## config.mk

```make
export PLATFORM = sky130hd
export DESIGN_NAME = ecc_channel
export DESIGN_NICKNAME = d
export VERILOG_FILES = /design/src/design/ecc_pkg.sv /design/src/design/ecc_glitch_filter.sv /design/src/design/ecc_link_sender.sv /design/src/design/ecc_channel.sv
export SDC_FILE = /design/constraint.sdc
export NUM_CORES = 1
export LEC_CHECK = 0
export ABC_CLOCK_PERIOD_IN_PS = 9600
export BUFFER_PORTS_ARGS = -buffer_cell sky130_fd_sc_hd__buf_2
export CAP_MARGIN = 10
export CORE_MARGIN = 1.5
export CORE_UTILIZATION = 50
export DETAILED_ROUTE_END_ITERATION = 10
export GPL_TIMING_DRIVEN = 0
export MAX_ROUTING_LAYER = met4
export PLACE_DENSITY_LB_ADDON = 0.05
export SYNTH_ARGS = -nofsm -noshare
export SYNTH_HDL_FRONTEND = slang
export SYNTH_HIERARCHICAL = 1
export SYNTH_SLANG_ARGS = --single-unit
```

## constraint.sdc

```tcl
create_clock -name clock -period 9.6 [get_ports clock]
set_input_delay 0.96 -clock clock [delete_from_list [all_inputs] [get_ports clock]]
set_output_delay 0.96 -clock clock [all_outputs]
set_load 0.02 [all_outputs]
```

## src/design/ecc_pkg.sv

```systemverilog
// Purpose: Shared constants and types for the edge capture counter link channel.
// Assumes: Single 50 MHz clock, synchronous active-high reset.
// Notes: Encodings of modes, polarities and service levels are fixed here.
`default_nettype none
package ecc_pkg;
	// =========================================================
	// Widths
	localparam int ECC_TIME_W = 24;
	localparam int ECC_COUNT_W = 24;
	localparam int ECC_WORD_W = 32;
	localparam int ECC_FIELD_W = 8;
	localparam int ECC_NUM_TARGETS = 8;
	localparam int ECC_FILT_W = 8;
	// =========================================================
	// Target field layout
	localparam int ECC_ENG_HI = 7;
	localparam int ECC_ENG_LO = 6;
	localparam int ECC_CHAN_HI = 3;
	localparam int ECC_CHAN_LO = 0;
	localparam logic [1:0] ECC_ENG_THIS = 2'h0;
	localparam logic [1:0] ECC_ENG_ONE = 2'h1;
	localparam logic [1:0] ECC_ENG_TWO = 2'h2;
	localparam logic [1:0] ECC_ENG_OTHER = 2'h3;
	// =========================================================
	// Reset values
	localparam logic [23:0] ECC_COUNT_RST = 24'h00_0000;
	localparam logic [23:0] ECC_TIME_RST = 24'h00_0000;
	localparam logic [7:0] ECC_FILT_RST = 8'h00;
	// =========================================================
	// Encodings
	typedef enum logic [1:0] {
		ECC_MODE_ONE_EDGE = 2'h0,
		ECC_MODE_FREE_RUN = 2'h1,
		ECC_MODE_OUTBOUND = 2'h2
	} ecc_mode_t;
	typedef enum logic [1:0] {
		ECC_POL_RISING = 2'h0,
		ECC_POL_FALLING = 2'h1,
		ECC_POL_BOTH = 2'h2
	} ecc_pol_t;
	typedef enum logic [1:0] {
		ECC_LVL_OFF = 2'h0,
		ECC_LVL_BOTTOM = 2'h1,
		ECC_LVL_MID = 2'h2,
		ECC_LVL_TOP = 2'h3
	} ecc_level_t;
	typedef enum logic [3:0] {
		ECC_ST_IDLE = 4'h1,
		ECC_ST_ARMED = 4'h2,
		ECC_ST_LINK = 4'h4,
		ECC_ST_DONE = 4'h8
	} ecc_state_t;
endpackage
`default_nettype wire

```

## src/design/ecc_glitch_filter.sv

```systemverilog
// Purpose: Digital glitch filter on the capture pin.
// Assumes: Pin is synchronous to clock.
// Notes: A new level is taken only after it holds for more than filterLen clocks.
`default_nettype none
module ecc_glitch_filter (
	input wire logic clock,
	input wire logic srst,
	input wire logic pinIn,
	input wire logic [7:0] filterLen,
	output logic pinOut
);
	logic [7:0] runCnt_reg, runCnt_next;
	logic level_reg, level_next;

	always_comb begin
		runCnt_next = ecc_pkg::ECC_FILT_RST;
		level_next = level_reg;
		if (pinIn != level_reg) begin
			if (runCnt_reg >= filterLen) begin
				level_next = pinIn;
			end else begin
				runCnt_next = runCnt_reg + 8'h01;
			end
		end
	end

	always_ff @(posedge clock) begin
		if (srst) begin
			runCnt_reg <= ecc_pkg::ECC_FILT_RST;
			level_reg <= 1'b0;
		end else begin
			runCnt_reg <= runCnt_next;
			level_reg <= level_next;
		end
	end

	assign pinOut = level_reg;
endmodule
`default_nettype wire

```

## src/design/ecc_link_sender.sv

```systemverilog
// Purpose: Walks the first targetCount of the eight packed target fields and issues one link per cycle.
// Assumes: start pulses only while idle.
// Notes: Zero fields are still sent; channel 0 of this engine is a valid target.
`default_nettype none
module ecc_link_sender (
	input wire logic clock,
	input wire logic srst,
	input wire logic start,
	input wire logic [31:0] targetWordFirst,
	input wire logic [31:0] targetWordSecond,
	input wire logic [7:0] targetCount,
	output logic busy,
	output logic linkValid,
	output logic [7:0] linkField
);
	logic [3:0] index_reg, index_next;
	logic busy_reg, busy_next;
	logic valid_reg, valid_next;
	logic [7:0] field_reg, field_next;
	logic [7:0] fields [0:7];

	// =========================================================
	// Field unpacking
	genvar g;
	generate
		for (g = 0; g < 4; g++) begin : gUnpack
			assign fields[g] = targetWordFirst[g*8 +: 8];
			assign fields[g+4] = targetWordSecond[g*8 +: 8];
		end
	endgenerate

	always_comb begin
		index_next = index_reg;
		busy_next = busy_reg;
		valid_next = 1'b0;
		field_next = field_reg;
		if (!busy_reg) begin
			if (start && targetCount != 8'h00) begin
				busy_next = 1'b1;
				index_next = 4'h0;
			end
		end else begin
			valid_next = 1'b1;
			field_next = fields[index_reg[2:0]];
			index_next = index_reg + 4'h1;
			if ({4'h0, index_reg} + 8'h01 >= targetCount || index_reg == 4'h7) begin
				busy_next = 1'b0;
			end
		end
	end

	always_ff @(posedge clock) begin
		if (srst) begin
			index_reg <= 4'h0;
			busy_reg <= 1'b0;
			valid_reg <= 1'b0;
			field_reg <= 8'h00;
		end else begin
			index_reg <= index_next;
			busy_reg <= busy_next;
			valid_reg <= valid_next;
			field_reg <= field_next;
		end
	end

	assign busy = busy_reg;
	assign linkValid = valid_reg;
	assign linkField = field_reg;
endmodule
`default_nettype wire

```

## src/design/ecc_channel.sv

```systemverilog
// Purpose: Capture channel that counts filtered edges, stamps them and sends links.
// Assumes: Time counters and pin are synchronous to clock.
// Notes: Configuration is latched on the init pulse; change mode only while disabled.
`default_nettype none
// Contract
// - Count rising, falling or both edges.
// - Stamp every captured edge with selected counter.
// - Timebase is primary or secondary counter.
// - One-edge mode captures one edge, stops.
// - Free-running mode captures while enabled.
// - Outbound mode links at count, keeps counting.
// - 24-bit limit; reaching it raises exception.
// - Limit taken literally, no offset.
// - Link targets address any of 64 channels; code reaches only channels 0-15 and 32-47.
// - Incoming link requests are ignored.
// - Pin filtered against short pulses.
// - Two 32-bit words, four 8-bit targets each.
// - Top bits engine, low bits channel number.
// - Engine 11 other, 00 this engine.
// - Engine code 10 only from other/self.
// - Four service levels set at init.
// - Final edge timestamp readable.
// - Counting continues past the limit.
module ecc_channel (
	input wire logic clock,
	input wire logic srst,
	input wire logic capturePin,
	input wire logic [7:0] filterLen,
	input wire logic [23:0] primaryTimeCounter,
	input wire logic [23:0] secondaryTimeCounter,
	input wire logic initStrobe,
	input wire logic channelEnable,
	input wire logic [1:0] serviceLevel,
	input wire logic [1:0] modeSelect,
	input wire logic timebaseSelect,
	input wire logic [1:0] polaritySelect,
	input wire logic [23:0] edgeLimit,
	input wire logic [31:0] targetWordFirst,
	input wire logic [31:0] targetWordSecond,
	input wire logic [7:0] targetCount,
	input wire logic linkIn,
	output logic [23:0] edgeCount,
	output logic [23:0] lastTime,
	output logic [23:0] finalTime,
	output logic exceptionReq,
	output logic captureDone,
	output logic linkValid,
	output logic linkToOther,
	output logic [1:0] linkEngine,
	output logic [5:0] linkChannel,
	output logic [1:0] activeLevel
);
	// =========================================================
	// Decoding helpers
	function automatic logic ecc_edge_hit(input logic [1:0] pol, input logic rise,
			input logic fall);
		case (pol)
			ecc_pkg::ECC_POL_RISING: ecc_edge_hit = rise;
			ecc_pkg::ECC_POL_FALLING: ecc_edge_hit = fall;
			ecc_pkg::ECC_POL_BOTH: ecc_edge_hit = rise | fall;
			default: ecc_edge_hit = 1'b0;
		endcase
	endfunction

	// =========================================================
	// Filter and edge detection
	logic filtPin;
	logic prevPin_reg, prevPin_next;
	ecc_glitch_filter uFilter (
		.clock(clock),
		.srst(srst),
		.pinIn(capturePin),
		.filterLen(filterLen),
		.pinOut(filtPin)
	);

	// =========================================================
	// Configuration and state
	ecc_pkg::ecc_state_t state_reg, state_next;
	logic [1:0] mode_reg, mode_next;
	logic [1:0] pol_reg, pol_next;
	logic tb_reg, tb_next;
	logic [1:0] level_reg, level_next;
	logic [23:0] limit_reg, limit_next;
	logic [31:0] wordA_reg, wordA_next;
	logic [31:0] wordB_reg, wordB_next;
	logic [7:0] tcount_reg, tcount_next;
	logic [23:0] count_reg, count_next;
	logic [23:0] last_reg, last_next;
	logic [23:0] final_reg, final_next;
	logic exc_reg, exc_next;
	logic done_reg, done_next;
	logic linkStart;
	logic hit;
	logic [23:0] stamp;
	logic [23:0] countInc;
	logic senderBusy;
	logic sendValid;
	logic [7:0] sendField;

	assign hit = ecc_edge_hit(pol_reg, filtPin & ~prevPin_reg, ~filtPin & prevPin_reg);
	assign stamp = tb_reg ? secondaryTimeCounter : primaryTimeCounter;
	assign countInc = count_reg + 24'h00_0001;

	always_comb begin
		prevPin_next = filtPin;
		state_next = state_reg;
		mode_next = mode_reg;
		pol_next = pol_reg;
		tb_next = tb_reg;
		level_next = level_reg;
		limit_next = limit_reg;
		wordA_next = wordA_reg;
		wordB_next = wordB_reg;
		tcount_next = tcount_reg;
		count_next = count_reg;
		last_next = last_reg;
		final_next = final_reg;
		exc_next = 1'b0;
		done_next = done_reg;
		linkStart = 1'b0;
		if (initStrobe) begin
			mode_next = modeSelect;
			pol_next = polaritySelect;
			tb_next = timebaseSelect;
			level_next = serviceLevel;
			limit_next = edgeLimit;
			wordA_next = targetWordFirst;
			wordB_next = targetWordSecond;
			tcount_next = targetCount;
			count_next = ecc_pkg::ECC_COUNT_RST;
			last_next = ecc_pkg::ECC_TIME_RST;
			final_next = ecc_pkg::ECC_TIME_RST;
			done_next = 1'b0;
			state_next = ecc_pkg::ECC_ST_ARMED;
		end else if (!channelEnable || level_reg == ecc_pkg::ECC_LVL_OFF) begin
			state_next = ecc_pkg::ECC_ST_IDLE;
		end else begin
			case (state_reg)
				ecc_pkg::ECC_ST_IDLE: begin
					state_next = ecc_pkg::ECC_ST_IDLE;
				end
				ecc_pkg::ECC_ST_ARMED, ecc_pkg::ECC_ST_LINK: begin
					if (hit) begin
						count_next = countInc;
						last_next = stamp;
						final_next = stamp;
						if (countInc == limit_reg) begin
							exc_next = 1'b1;
							if (mode_reg == ecc_pkg::ECC_MODE_OUTBOUND) begin
								linkStart = 1'b1;
								state_next = ecc_pkg::ECC_ST_LINK;
							end
						end
						if (mode_reg == ecc_pkg::ECC_MODE_ONE_EDGE) begin
							done_next = 1'b1;
							state_next = ecc_pkg::ECC_ST_DONE;
						end
					end
				end
				ecc_pkg::ECC_ST_DONE: begin
					state_next = ecc_pkg::ECC_ST_DONE;
				end
				default: begin
					state_next = ecc_pkg::ECC_ST_IDLE;
				end
			endcase
		end
		// Received links have no effect on this channel.
		if (linkIn) begin
			state_next = state_next;
		end
	end

	always_ff @(posedge clock) begin
		if (srst) begin
			prevPin_reg <= 1'b0;
			state_reg <= ecc_pkg::ECC_ST_IDLE;
			mode_reg <= ecc_pkg::ECC_MODE_ONE_EDGE;
			pol_reg <= ecc_pkg::ECC_POL_RISING;
			tb_reg <= 1'b0;
			level_reg <= ecc_pkg::ECC_LVL_OFF;
			limit_reg <= ecc_pkg::ECC_COUNT_RST;
			wordA_reg <= 32'h0000_0000;
			wordB_reg <= 32'h0000_0000;
			tcount_reg <= 8'h00;
			count_reg <= ecc_pkg::ECC_COUNT_RST;
			last_reg <= ecc_pkg::ECC_TIME_RST;
			final_reg <= ecc_pkg::ECC_TIME_RST;
			exc_reg <= 1'b0;
			done_reg <= 1'b0;
		end else begin
			prevPin_reg <= prevPin_next;
			state_reg <= state_next;
			mode_reg <= mode_next;
			pol_reg <= pol_next;
			tb_reg <= tb_next;
			level_reg <= level_next;
			limit_reg <= limit_next;
			wordA_reg <= wordA_next;
			wordB_reg <= wordB_next;
			tcount_reg <= tcount_next;
			count_reg <= count_next;
			last_reg <= last_next;
			final_reg <= final_next;
			exc_reg <= exc_next;
			done_reg <= done_next;
		end
	end

	// =========================================================
	// Link issue
	ecc_link_sender uSender (
		.clock(clock),
		.srst(srst),
		.start(linkStart && !senderBusy),
		.targetWordFirst(wordA_reg),
		.targetWordSecond(wordB_reg),
		.targetCount(tcount_reg),
		.busy(senderBusy),
		.linkValid(sendValid),
		.linkField(sendField)
	);

	logic lv_reg, lv_next;
	logic lo_reg, lo_next;
	logic [1:0] le_reg, le_next;
	logic [5:0] lc_reg, lc_next;

	always_comb begin
		lv_next = sendValid;
		le_next = sendField[ecc_pkg::ECC_ENG_HI:ecc_pkg::ECC_ENG_LO];
		lc_next = {2'h0, sendField[ecc_pkg::ECC_CHAN_HI:ecc_pkg::ECC_CHAN_LO]};
		// Other engine targets map to the upper half of the 64-channel space.
		lo_next = (le_next == ecc_pkg::ECC_ENG_OTHER);
		if (lo_next) begin
			lc_next = lc_next | 6'h20;
		end
		// Code 10 is never originated by this channel; it is dropped here.
		if (le_next == ecc_pkg::ECC_ENG_TWO) begin
			lv_next = 1'b0;
		end
	end

	always_ff @(posedge clock) begin
		if (srst) begin
			lv_reg <= 1'b0;
			lo_reg <= 1'b0;
			le_reg <= 2'h0;
			lc_reg <= 6'h00;
		end else begin
			lv_reg <= lv_next;
			lo_reg <= lo_next;
			le_reg <= le_next;
			lc_reg <= lc_next;
		end
	end

	assign edgeCount = count_reg;
	assign lastTime = last_reg;
	assign finalTime = final_reg;
	assign exceptionReq = exc_reg;
	assign captureDone = done_reg;
	assign linkValid = lv_reg;
	assign linkToOther = lo_reg;
	assign linkEngine = le_reg;
	assign linkChannel = lc_reg;
	assign activeLevel = level_reg;
endmodule
`default_nettype wire

```

Yosys cells after proc, flatten, opt, wreduce, memory -nomap -nowiden --
Index checks and enable logic that the tools add are counted.
Storage, ports and cells: bits in registers 191, latch bits 0, memory bits (writable) 0, bits in read-only memories 0, bits of input ports 165, output and inout port bits 86, word-level logic and storage cells 107, memories 0
Cells by class: $add $sub $neg 4, multiply operators 0, divide/modulo/power cells 0, magnitude comparators 3, equality and inequality tests 17, shift operators 0, mux-type cells 26, bitwise logic cells 10, reductions and logical operators 22
Operators by type and width (number):
- 24-bit by 1-bit adder with 24-bit output, second input constant | 1
- 8-bit binary-select mux with 3-bit select | 1
- 24-bit == test | 1
- 24-bit 2-to-1 mux | 1
- 4-bit 2-to-1 mux | 6
- 8-bit >= comparator | 2
- 8-bit 2-to-1 mux | 2
- 1-bit 2-to-1 mux | 11
- 5-bit inequality test, second input constant | 2
- 3-bit AND reduction | 3
- 8-bit by 1-bit adder with 8-bit output, second input constant | 1
- 2-bit == test, second input constant | 4
- 4-bit by 3-bit == test with 1-bit output, second input constant | 2
- 4-bit one-hot mux with 2 select lines | 1
- 8-bit nonzero test | 1
- 2-bit zero test | 3
- 6-bit 2-to-1 mux | 1
- 3-bit inequality test, second input constant | 2
- 1-bit inverter | 6
- 2-bit OR reduction | 3
- 3-bit OR reduction | 2
- 4-bit by 1-bit adder with 5-bit output, second input constant | 1
- 5-bit OR reduction | 1
- 4-bit by 1-bit adder with 4-bit output, second input constant | 1
- 18 further kinds | 23

Longest topological paths before layout --
Gate-level depths: netlist (run 1).
word-level depth 12, depth in mapped cells 13, mapped depth without buffers 12

By module --
The synthesis (run 1) kept the hierarchy.
By module, submodules not included:
- ecc_channel | instances 1, cells an instance 788, area an instance 7334.5 µm², seq. area each 3323.2 µm²
- ecc_link_sender | instances 1, cells an instance 102, area an instance 1133.6 µm², seq. area each 280.3 µm²
- ecc_glitch_filter | instances 1, cells an instance 64, area an instance 541.8 µm², seq. area each 180.2 µm²

Worst setup path after synthesis (run 1) --
No wires, ideal clock.
path type register to register, start reg count_reg[0], in the netlist edgeCount[0], end reg uSender.index_reg[1], library setup time 117 ps, arrival 3098 ps, required time 9483 ps, setup slack 6385 ps, stages on the path, launching flop included 14, path buffers 1, clock period less this slack 3215 ps, cell sequence dfxtp_1 > ha_1 > and3_1 > clkbuf_1 > nand3_1 > nor4b_1 > o22ai_1 > a2111oi_2 > nand3_1 > nor3_1 > inv_1 > a41o_1 > and2_1 > a22o_1
On the way: word-level cells in the longest chain between the ends 10
RTL lines:
- start: declaration | RTL line ecc_channel.sv:88 | logic [23:0] count_reg, count_next;
- start signal: assignment | RTL line ecc_channel.sv:187 | count_reg <= ecc_pkg::ECC_COUNT_RST;
- start signal: assignment | RTL line ecc_channel.sv:203 | count_reg <= count_next;
- 24-bit by 1-bit adder with 24-bit output | RTL line ecc_channel.sv:103 | assign countInc = count_reg + 24'h00_0001;
- 24-bit == test | RTL line ecc_channel.sv:148 | if (countInc == limit_reg) begin
- 1-bit 2-to-1 mux | RTL line ecc_channel.sv:148
- 1-bit 2-to-1 mux | RTL line ecc_channel.sv:144 | if (hit) begin
- 1-bit 2-to-1 mux | RTL line ecc_channel.sv:139 | case (state_reg)
- 1-bit 2-to-1 mux | RTL line ecc_channel.sv:136 | end else if (!channelEnable || level_reg == ecc_pkg::ECC_LVL_OFF) begin
- 1-bit 2-to-1 mux | RTL line ecc_channel.sv:122 | if (initStrobe) begin
- 1-bit logical AND | RTL line ecc_channel.sv:216 | .start(linkStart && !senderBusy),
- 1-bit logical AND | RTL line ecc_link_sender.sv:38 | if (start && targetCount != 8'h00) begin
- 2-bit nonzero test (no source line)
- end signal: assignment | RTL line ecc_link_sender.sv:59 | index_reg <= index_next;
- end: declaration | RTL line ecc_link_sender.sv:16 | logic [3:0] index_reg, index_next;
No other way between the ends. A chain may end at the register's enable or synchronous reset.

Worst setup path after layout (run 1) --
start reg count_reg[0], in the netlist edgeCount[0], end reg uSender.index_reg[3]
The elaborated chain is that of the path after synthesis.

==> results_dict.tcl, run 1 <==
set metrics [dict create \
    reg2reg_depth 13 \
    track_usage_pct 25.7 \
    fin_cells 1375 \
    p_total_mw 1.57 \
    post_cts_resized 0 \
    dieArea_um2 17400 \
    root_buffer "clkbuf_16" \
    path_common_cell "nand3_1" \
    syn_avg_cell_area_um2 9.29 \
    clock_skew_ns 0.00968 \
    place_ws_ns 5.91 \
    ant_nets 0 \
    cp_max_fo 9 \
    avgRoutedWirePerCell_um 15.7 \
    drt-pass1-iter-count 4 \
    clkLatencyLatePin_ns 0.43 \
    yosys_warnings 6 \
    dpl.hpwl_um 16700 \
    cts_setup_buffers 0 \
    grt_remaining_overflow 0 \
    finalCritPeriodShare_pct 38.7 \
    cts_max_level 4 \
    syn_inst 894 \
    grt_start_max_net_pins 18 \
    coreArea_um2 16100 \
    drtIter0Drc 443 \
    placed_cell_area_um2 9730 \
    max_stage_delay_ns 0.58 \
    pwr_density_cell_nw_per_um2 152 \
    status "complete, no violations" \
    fin_nets 1327 \
    boundaryPins 251 \
    worst_pin_slew_ns 0.969 \
    crit_required_ns 9.92 \
    initial_core_util_pct 51.7 \
    port_buffers 231 \
    synth_fp_nets 1077 \
    drv_slew 0 \
    clkSinkCount 171 \
    p_leak_nw 4.67 \
    antenna_found_initial 2 \
    hold_buffers 0 \
    endpoint_kind "register" \
    crit_chain "ha_1, and3_1, clkbuf_1, nand3_1, a2111oi_0, o22ai_1, nor4_1, nand3_1, nor3_1, inv_1, a41o_1, and2_1, a22o_1" \
    finalSetupViolations 0 \
    grt_pass1_vias 6733 \
    syn_area_um2 8300 \
    layout_min_cycle_time_ns 3.71 \
    post-route-drc-count 0 \
    cts_buffer_depth 2 \
    num_vias 7161 \
    start_kind "register" \
    seq_area_um2 3420 \
    rsz0062_at_grt "no" \
    crit_slowest_cell "a2111oi_0" \
    area_growth_pct 24.2 \
    fin_util_pct 64.2 \
    fmax_mhz 269 \
    cts_tree "built" \
    clk_pin_slew_ns 0.07 \
    cap_violations 0 \
    die_w_um 132 \
    holdWs_ns 0.461 \
    routabilityCongestion 0.901 \
    finalHoldViolCount 0 \
    vias_per_cell 5.21 \
    drive_above_1_share_pct 27.1 \
    place_inst 1341 \
    slew_headroom_pct 35.4 \
    fp.dieH_um 132 \
    cts_made_buffers 17 \
    grt_pass1_wl_um 34300 \
    fillers 1418 \
    critPathKind "register to register" \
    rows 46 \
    min_path_type "register to register" \
    wl_um 21600 \
    fin_setup_tns_ns 0 \
    worst_slack_ns 5.89 \
    worstPathArrival_ns 4.03 \
    final_cell_area_um2 10300 \
    peakVddDrop_v 0.000116 \
    multi_input_area_um2 4330 \
    holdPathStages 1 \
]
## cell type report
class | instances | area share (%)
diodes | 2 | 0.0485
inverters | 22 | 0.801
repair buffers | 231 | 11.2
multi-input cells | 614 | 42.0
plain buffers | 87 | 4.54
flip-flops and latches | 171 | 33.2
clock buffers | 17 | 4.13
clock inverters | 15 | 1.49
well taps | 216 | 2.62
## critical path: cells and delay by family, from the launching register on
kind                       cells  cell delay (ns)
and+or+nand+nor                6             1.23
AOI/OAI and AO/OA              4             1.15
DFF                            1             0.50
buffers and inverters          2             0.41
adders and majority gates      1             0.30
## final timing paths
path         slack [ns]               endpoint                   from
max                5.89   uSender/index_reg[3]           edgeCount[0]
max reg2reg        5.89   uSender/index_reg[3]           edgeCount[0]
min reg2reg        0.46  uFilter/runCnt_reg[0]  uFilter/runCnt_reg[0]
min                0.46  uFilter/runCnt_reg[0]  uFilter/runCnt_reg[0]
## power breakdown
| part | switching [mW] | total, mW | internal [mW] |
|---|---|---|---|
| clock network | 0.311 | 0.679 | 0.368 |
| registers | 0.0152 | 0.747 | 0.732 |
| logic | 0.0721 | 0.142 | 0.0701 |
## cells in the final DEF, fill, tap and decap left out, types with 17 or more instances in the layout
| master | n |
|---|---|
| buf_2 | 235 |
| dfxtp_1 | 171 |
| nor2_1 | 167 |
| mux2i_1 | 112 |
| clkbuf_1 | 41 |
| xnor2_1 | 35 |
| nand2_1 | 29 |
| a211oi_1 | 27 |
| buf_4 | 27 |
| xor2_1 | 25 |
| inv_1 | 22 |
| nor3_1 | 20 |
| ha_1 | 18 |
| clkbuf_16 | 17 |
## routing by layer
| layer | part of all wire (%) | global-route usage, % | vias up |
|---|---|---|---|
| li1 | - | - | 3594 |
| met1 | 47 | 33.7 | 3306 |
| met2 | 45 | 39.8 | 237 |
| met3 | 5.8 | 5.50 | 24 |
| met4 | 1.5 | 7.84 | 0 |
| met5 | 0 | - | - |
No activity file was read; power rests on OpenSTA's default activity.
==> run 2, diff against run 1 <==
--- a/config.mk
+++ b/config.mk
@@ -5,7 +5,7 @@
 export SDC_FILE = /design/constraint.sdc
 export NUM_CORES = 1
 export LEC_CHECK = 0
-export ABC_CLOCK_PERIOD_IN_PS = 9600
+export ABC_CLOCK_PERIOD_IN_PS = 3700
 export BUFFER_PORTS_ARGS = -buffer_cell sky130_fd_sc_hd__buf_2
 export CAP_MARGIN = 10
 export CORE_MARGIN = 1.5
==> constraint.sdc (replaced) <==
create_clock -name clock -period 3.7 [get_ports clock]
set_input_delay 0.37 -clock clock [delete_from_list [all_inputs] [get_ports clock]]
set_output_delay 0.37 -clock clock [all_outputs]
set_load 0.02 [all_outputs]
==> results_dict.tcl, run 2 (synthesis gave the netlist of run 1 again) <==
set metrics [dict create \
    wl_met2_um 9850 \
    p_leak_nw 4.66 \
    start_kind "register" \
    area_growth_pct 24.3 \
    power.share.switching_pct 25.4 \
    holdPathStages 3 \
    p_total_mw 4.07 \
    drt-pass1-iter-count 4 \
    met1_length_um 10300 \
    drive_above_1_share_pct 27.2 \
    pwr-share-comb_pct 9.1 \
    finalSetupViolations 0 \
    fp.dieH_um 132 \
    wl_um 21600 \
    place_inst 1341 \
    intPower_mw 3.03 \
    grt_start_max_net_pins 18 \
    crit_required_ns 4.02 \
    num_vias 7134 \
    grt_pass1_wl_um 34300 \
    dieArea_um2 17400 \
    status "complete, no violations" \
    coreArea_um2 16100 \
    peakVddDrop_v 0.000301 \
    root_buffer "clkbuf_16" \
    drv_slew 0 \
    cts_max_level 4 \
    slew_headroom_pct 36.5 \
    cts_made_buffers 17 \
    cts_buffer_depth 2 \
    routabilityCongestion 0.901 \
    pwr-share-clk_pct 43.2 \
    dpl.hpwl_um 16700 \
    fin_setup_tns_ns 0 \
    track_usage_pct 25.7 \
    rsz0062_at_grt "no" \
    clkLatencyLatePin_ns 0.43 \
    port_buffers 231 \
    drtIter0Drc 382 \
    fmax_mhz 284 \
    hold_buffers 0 \
    post-route-drc-count 0 \
    grt_pass1_vias 6736 \
    final_common_cell "buf_2" \
    reg2reg_depth 12 \
    holdWs_ns 0.173 \
    finalHoldViolCount 0 \
    layout_min_cycle_time_ns 3.52 \
    worstPathArrival_ns 3.84 \
    finalCritPeriodShare_pct 95.1 \
    die_w_um 132 \
    min_path_type "input pin to register" \
    rows 46 \
    cap_violations 0 \
    fin_nets 1326 \
    boundaryPins 251 \
    clk_pin_slew_ns 0.07 \
    critPathKind "register to register" \
    reg2reg_from "edgeCount[0]" \
    cts_setup_buffers 0 \
    clkSinkCount 171 \
    cts_tree "built" \
    clock_skew_ns 0.0116 \
    dr.max_layer_used "met4" \
    vias_per_cell 5.19 \
    pwr_density_cell_nw_per_um2 394 \
    antenna_found_initial 2 \
    worst_pin_slew_ns 0.952 \
    wl_met3_um 1160 \
    grt_remaining_overflow 0 \
    sequentialPowerShare_pct 47.7 \
    initial_core_util_pct 51.7 \
    avgRoutedWirePerCell_um 15.7 \
    ant_nets 0 \
    fin_cells 1374 \
    cp-startpoint "edgeCount[0]" \
    endpoint_kind "register" \
    r2r_slack_ns 0.18 \
    crit_end "uSender/index_reg[3]" \
    p_switching_mw 1.03 \
    cp_max_fo 8 \
    final_cell_mix "buf_2 (235), dfxtp_1 (171), nor2_1 (167)" \
    regToRegEndpoint "uSender/index_reg[3]" \
]
[run 2: cell types whose count changed in the layout (fill, tap and decap cells not counted), sizes merged]
cell,previous run,this run
clkbuf,59,58
[run 2: power by group through the flow]
stage                     combinational [mW]  sequential [mW]  clock [mW]
after CTS                              0.371             1.94        1.79
after floorplan                        0.227             1.97           0
after detailed placement               0.369             1.98           0
after global routing                   0.407             1.94        1.88
final                                  0.370             1.94        1.76
after global placement                 0.365             1.98           0
[run 2: what timing repair did]
action / in CTS / in global routing
endpoints found under the setup margin: 2 / 5
pin swaps: 0 / 0
gates resized for setup: 1 / 2
[run 2: worst max-delay path, stage by stage (launching register included)]
cell and delay [ns]:
dfxtp_1 0.50, and4_1 0.24, clkbuf_1 0.32, nand3_1 0.22
nor4b_1 0.48, o22ai_1 0.15, a2111oi_2 0.46, nand3_1 0.18
nor3_1 0.20, inv_1 0.08, a41o_1 0.25, and2_1 0.16
a22o_1 0.17
[run 2: area by class of cell]
class | instances | area, µm²
Buffer | 86 | 464
Clock inverter | 15 | 154
Multi-Input combinational cell | 614 | 4340
Tap cell | 216 | 270
Fill cell | 1418 | 5740
Inverter | 22 | 82.6
Timing Repair Buffer | 231 | 1160
Sequential cell | 171 | 3420
Antenna cell | 2 | 5.00
Clock buffer | 17 | 425
[run 2: worst min-delay path by stage]
stage | slack [ns] | from | endpoint
2_1_floorplan | 0.43 | uFilter/runCnt_reg[0] | uFilter/runCnt_reg[0]
3_3_place_gp | 0.45 | uSender/linkField[2] | linkChannel[2]
3_5_place_dp | 0.45 | uSender/linkField[3] | linkChannel[3]
4_1_cts | 0.16 | targetWordFirst[23] | wordA_reg[23]
5_1_grt | 0.17 | targetWordFirst[11] | wordA_reg[11]
6_report | 0.17 | targetWordFirst[23] | wordA_reg[23]
[run 2: per-layer routing]
| layer | track usage, % | vias to the layer above |
|---|---|---|
| met5 | - | - |
| met4 | 7.84 | 0 |
| met3 | 5.50 | 21 |
| met2 | 39.8 | 214 |
| met1 | 33.7 | 3310 |
| li1 | - | 3589 |
[run 2: through the flow]
step	setup slack, ns	area (µm²)	utilization (%)
after floorplan	0.485	8300	-
after global placement	0.0118	9730	60.6
after detailed placement	0.00556	9730	60.6
after CTS	0.0254	10300	64.2
after global routing	0.0295	10300	64.2
final	0.181	10300	64.2
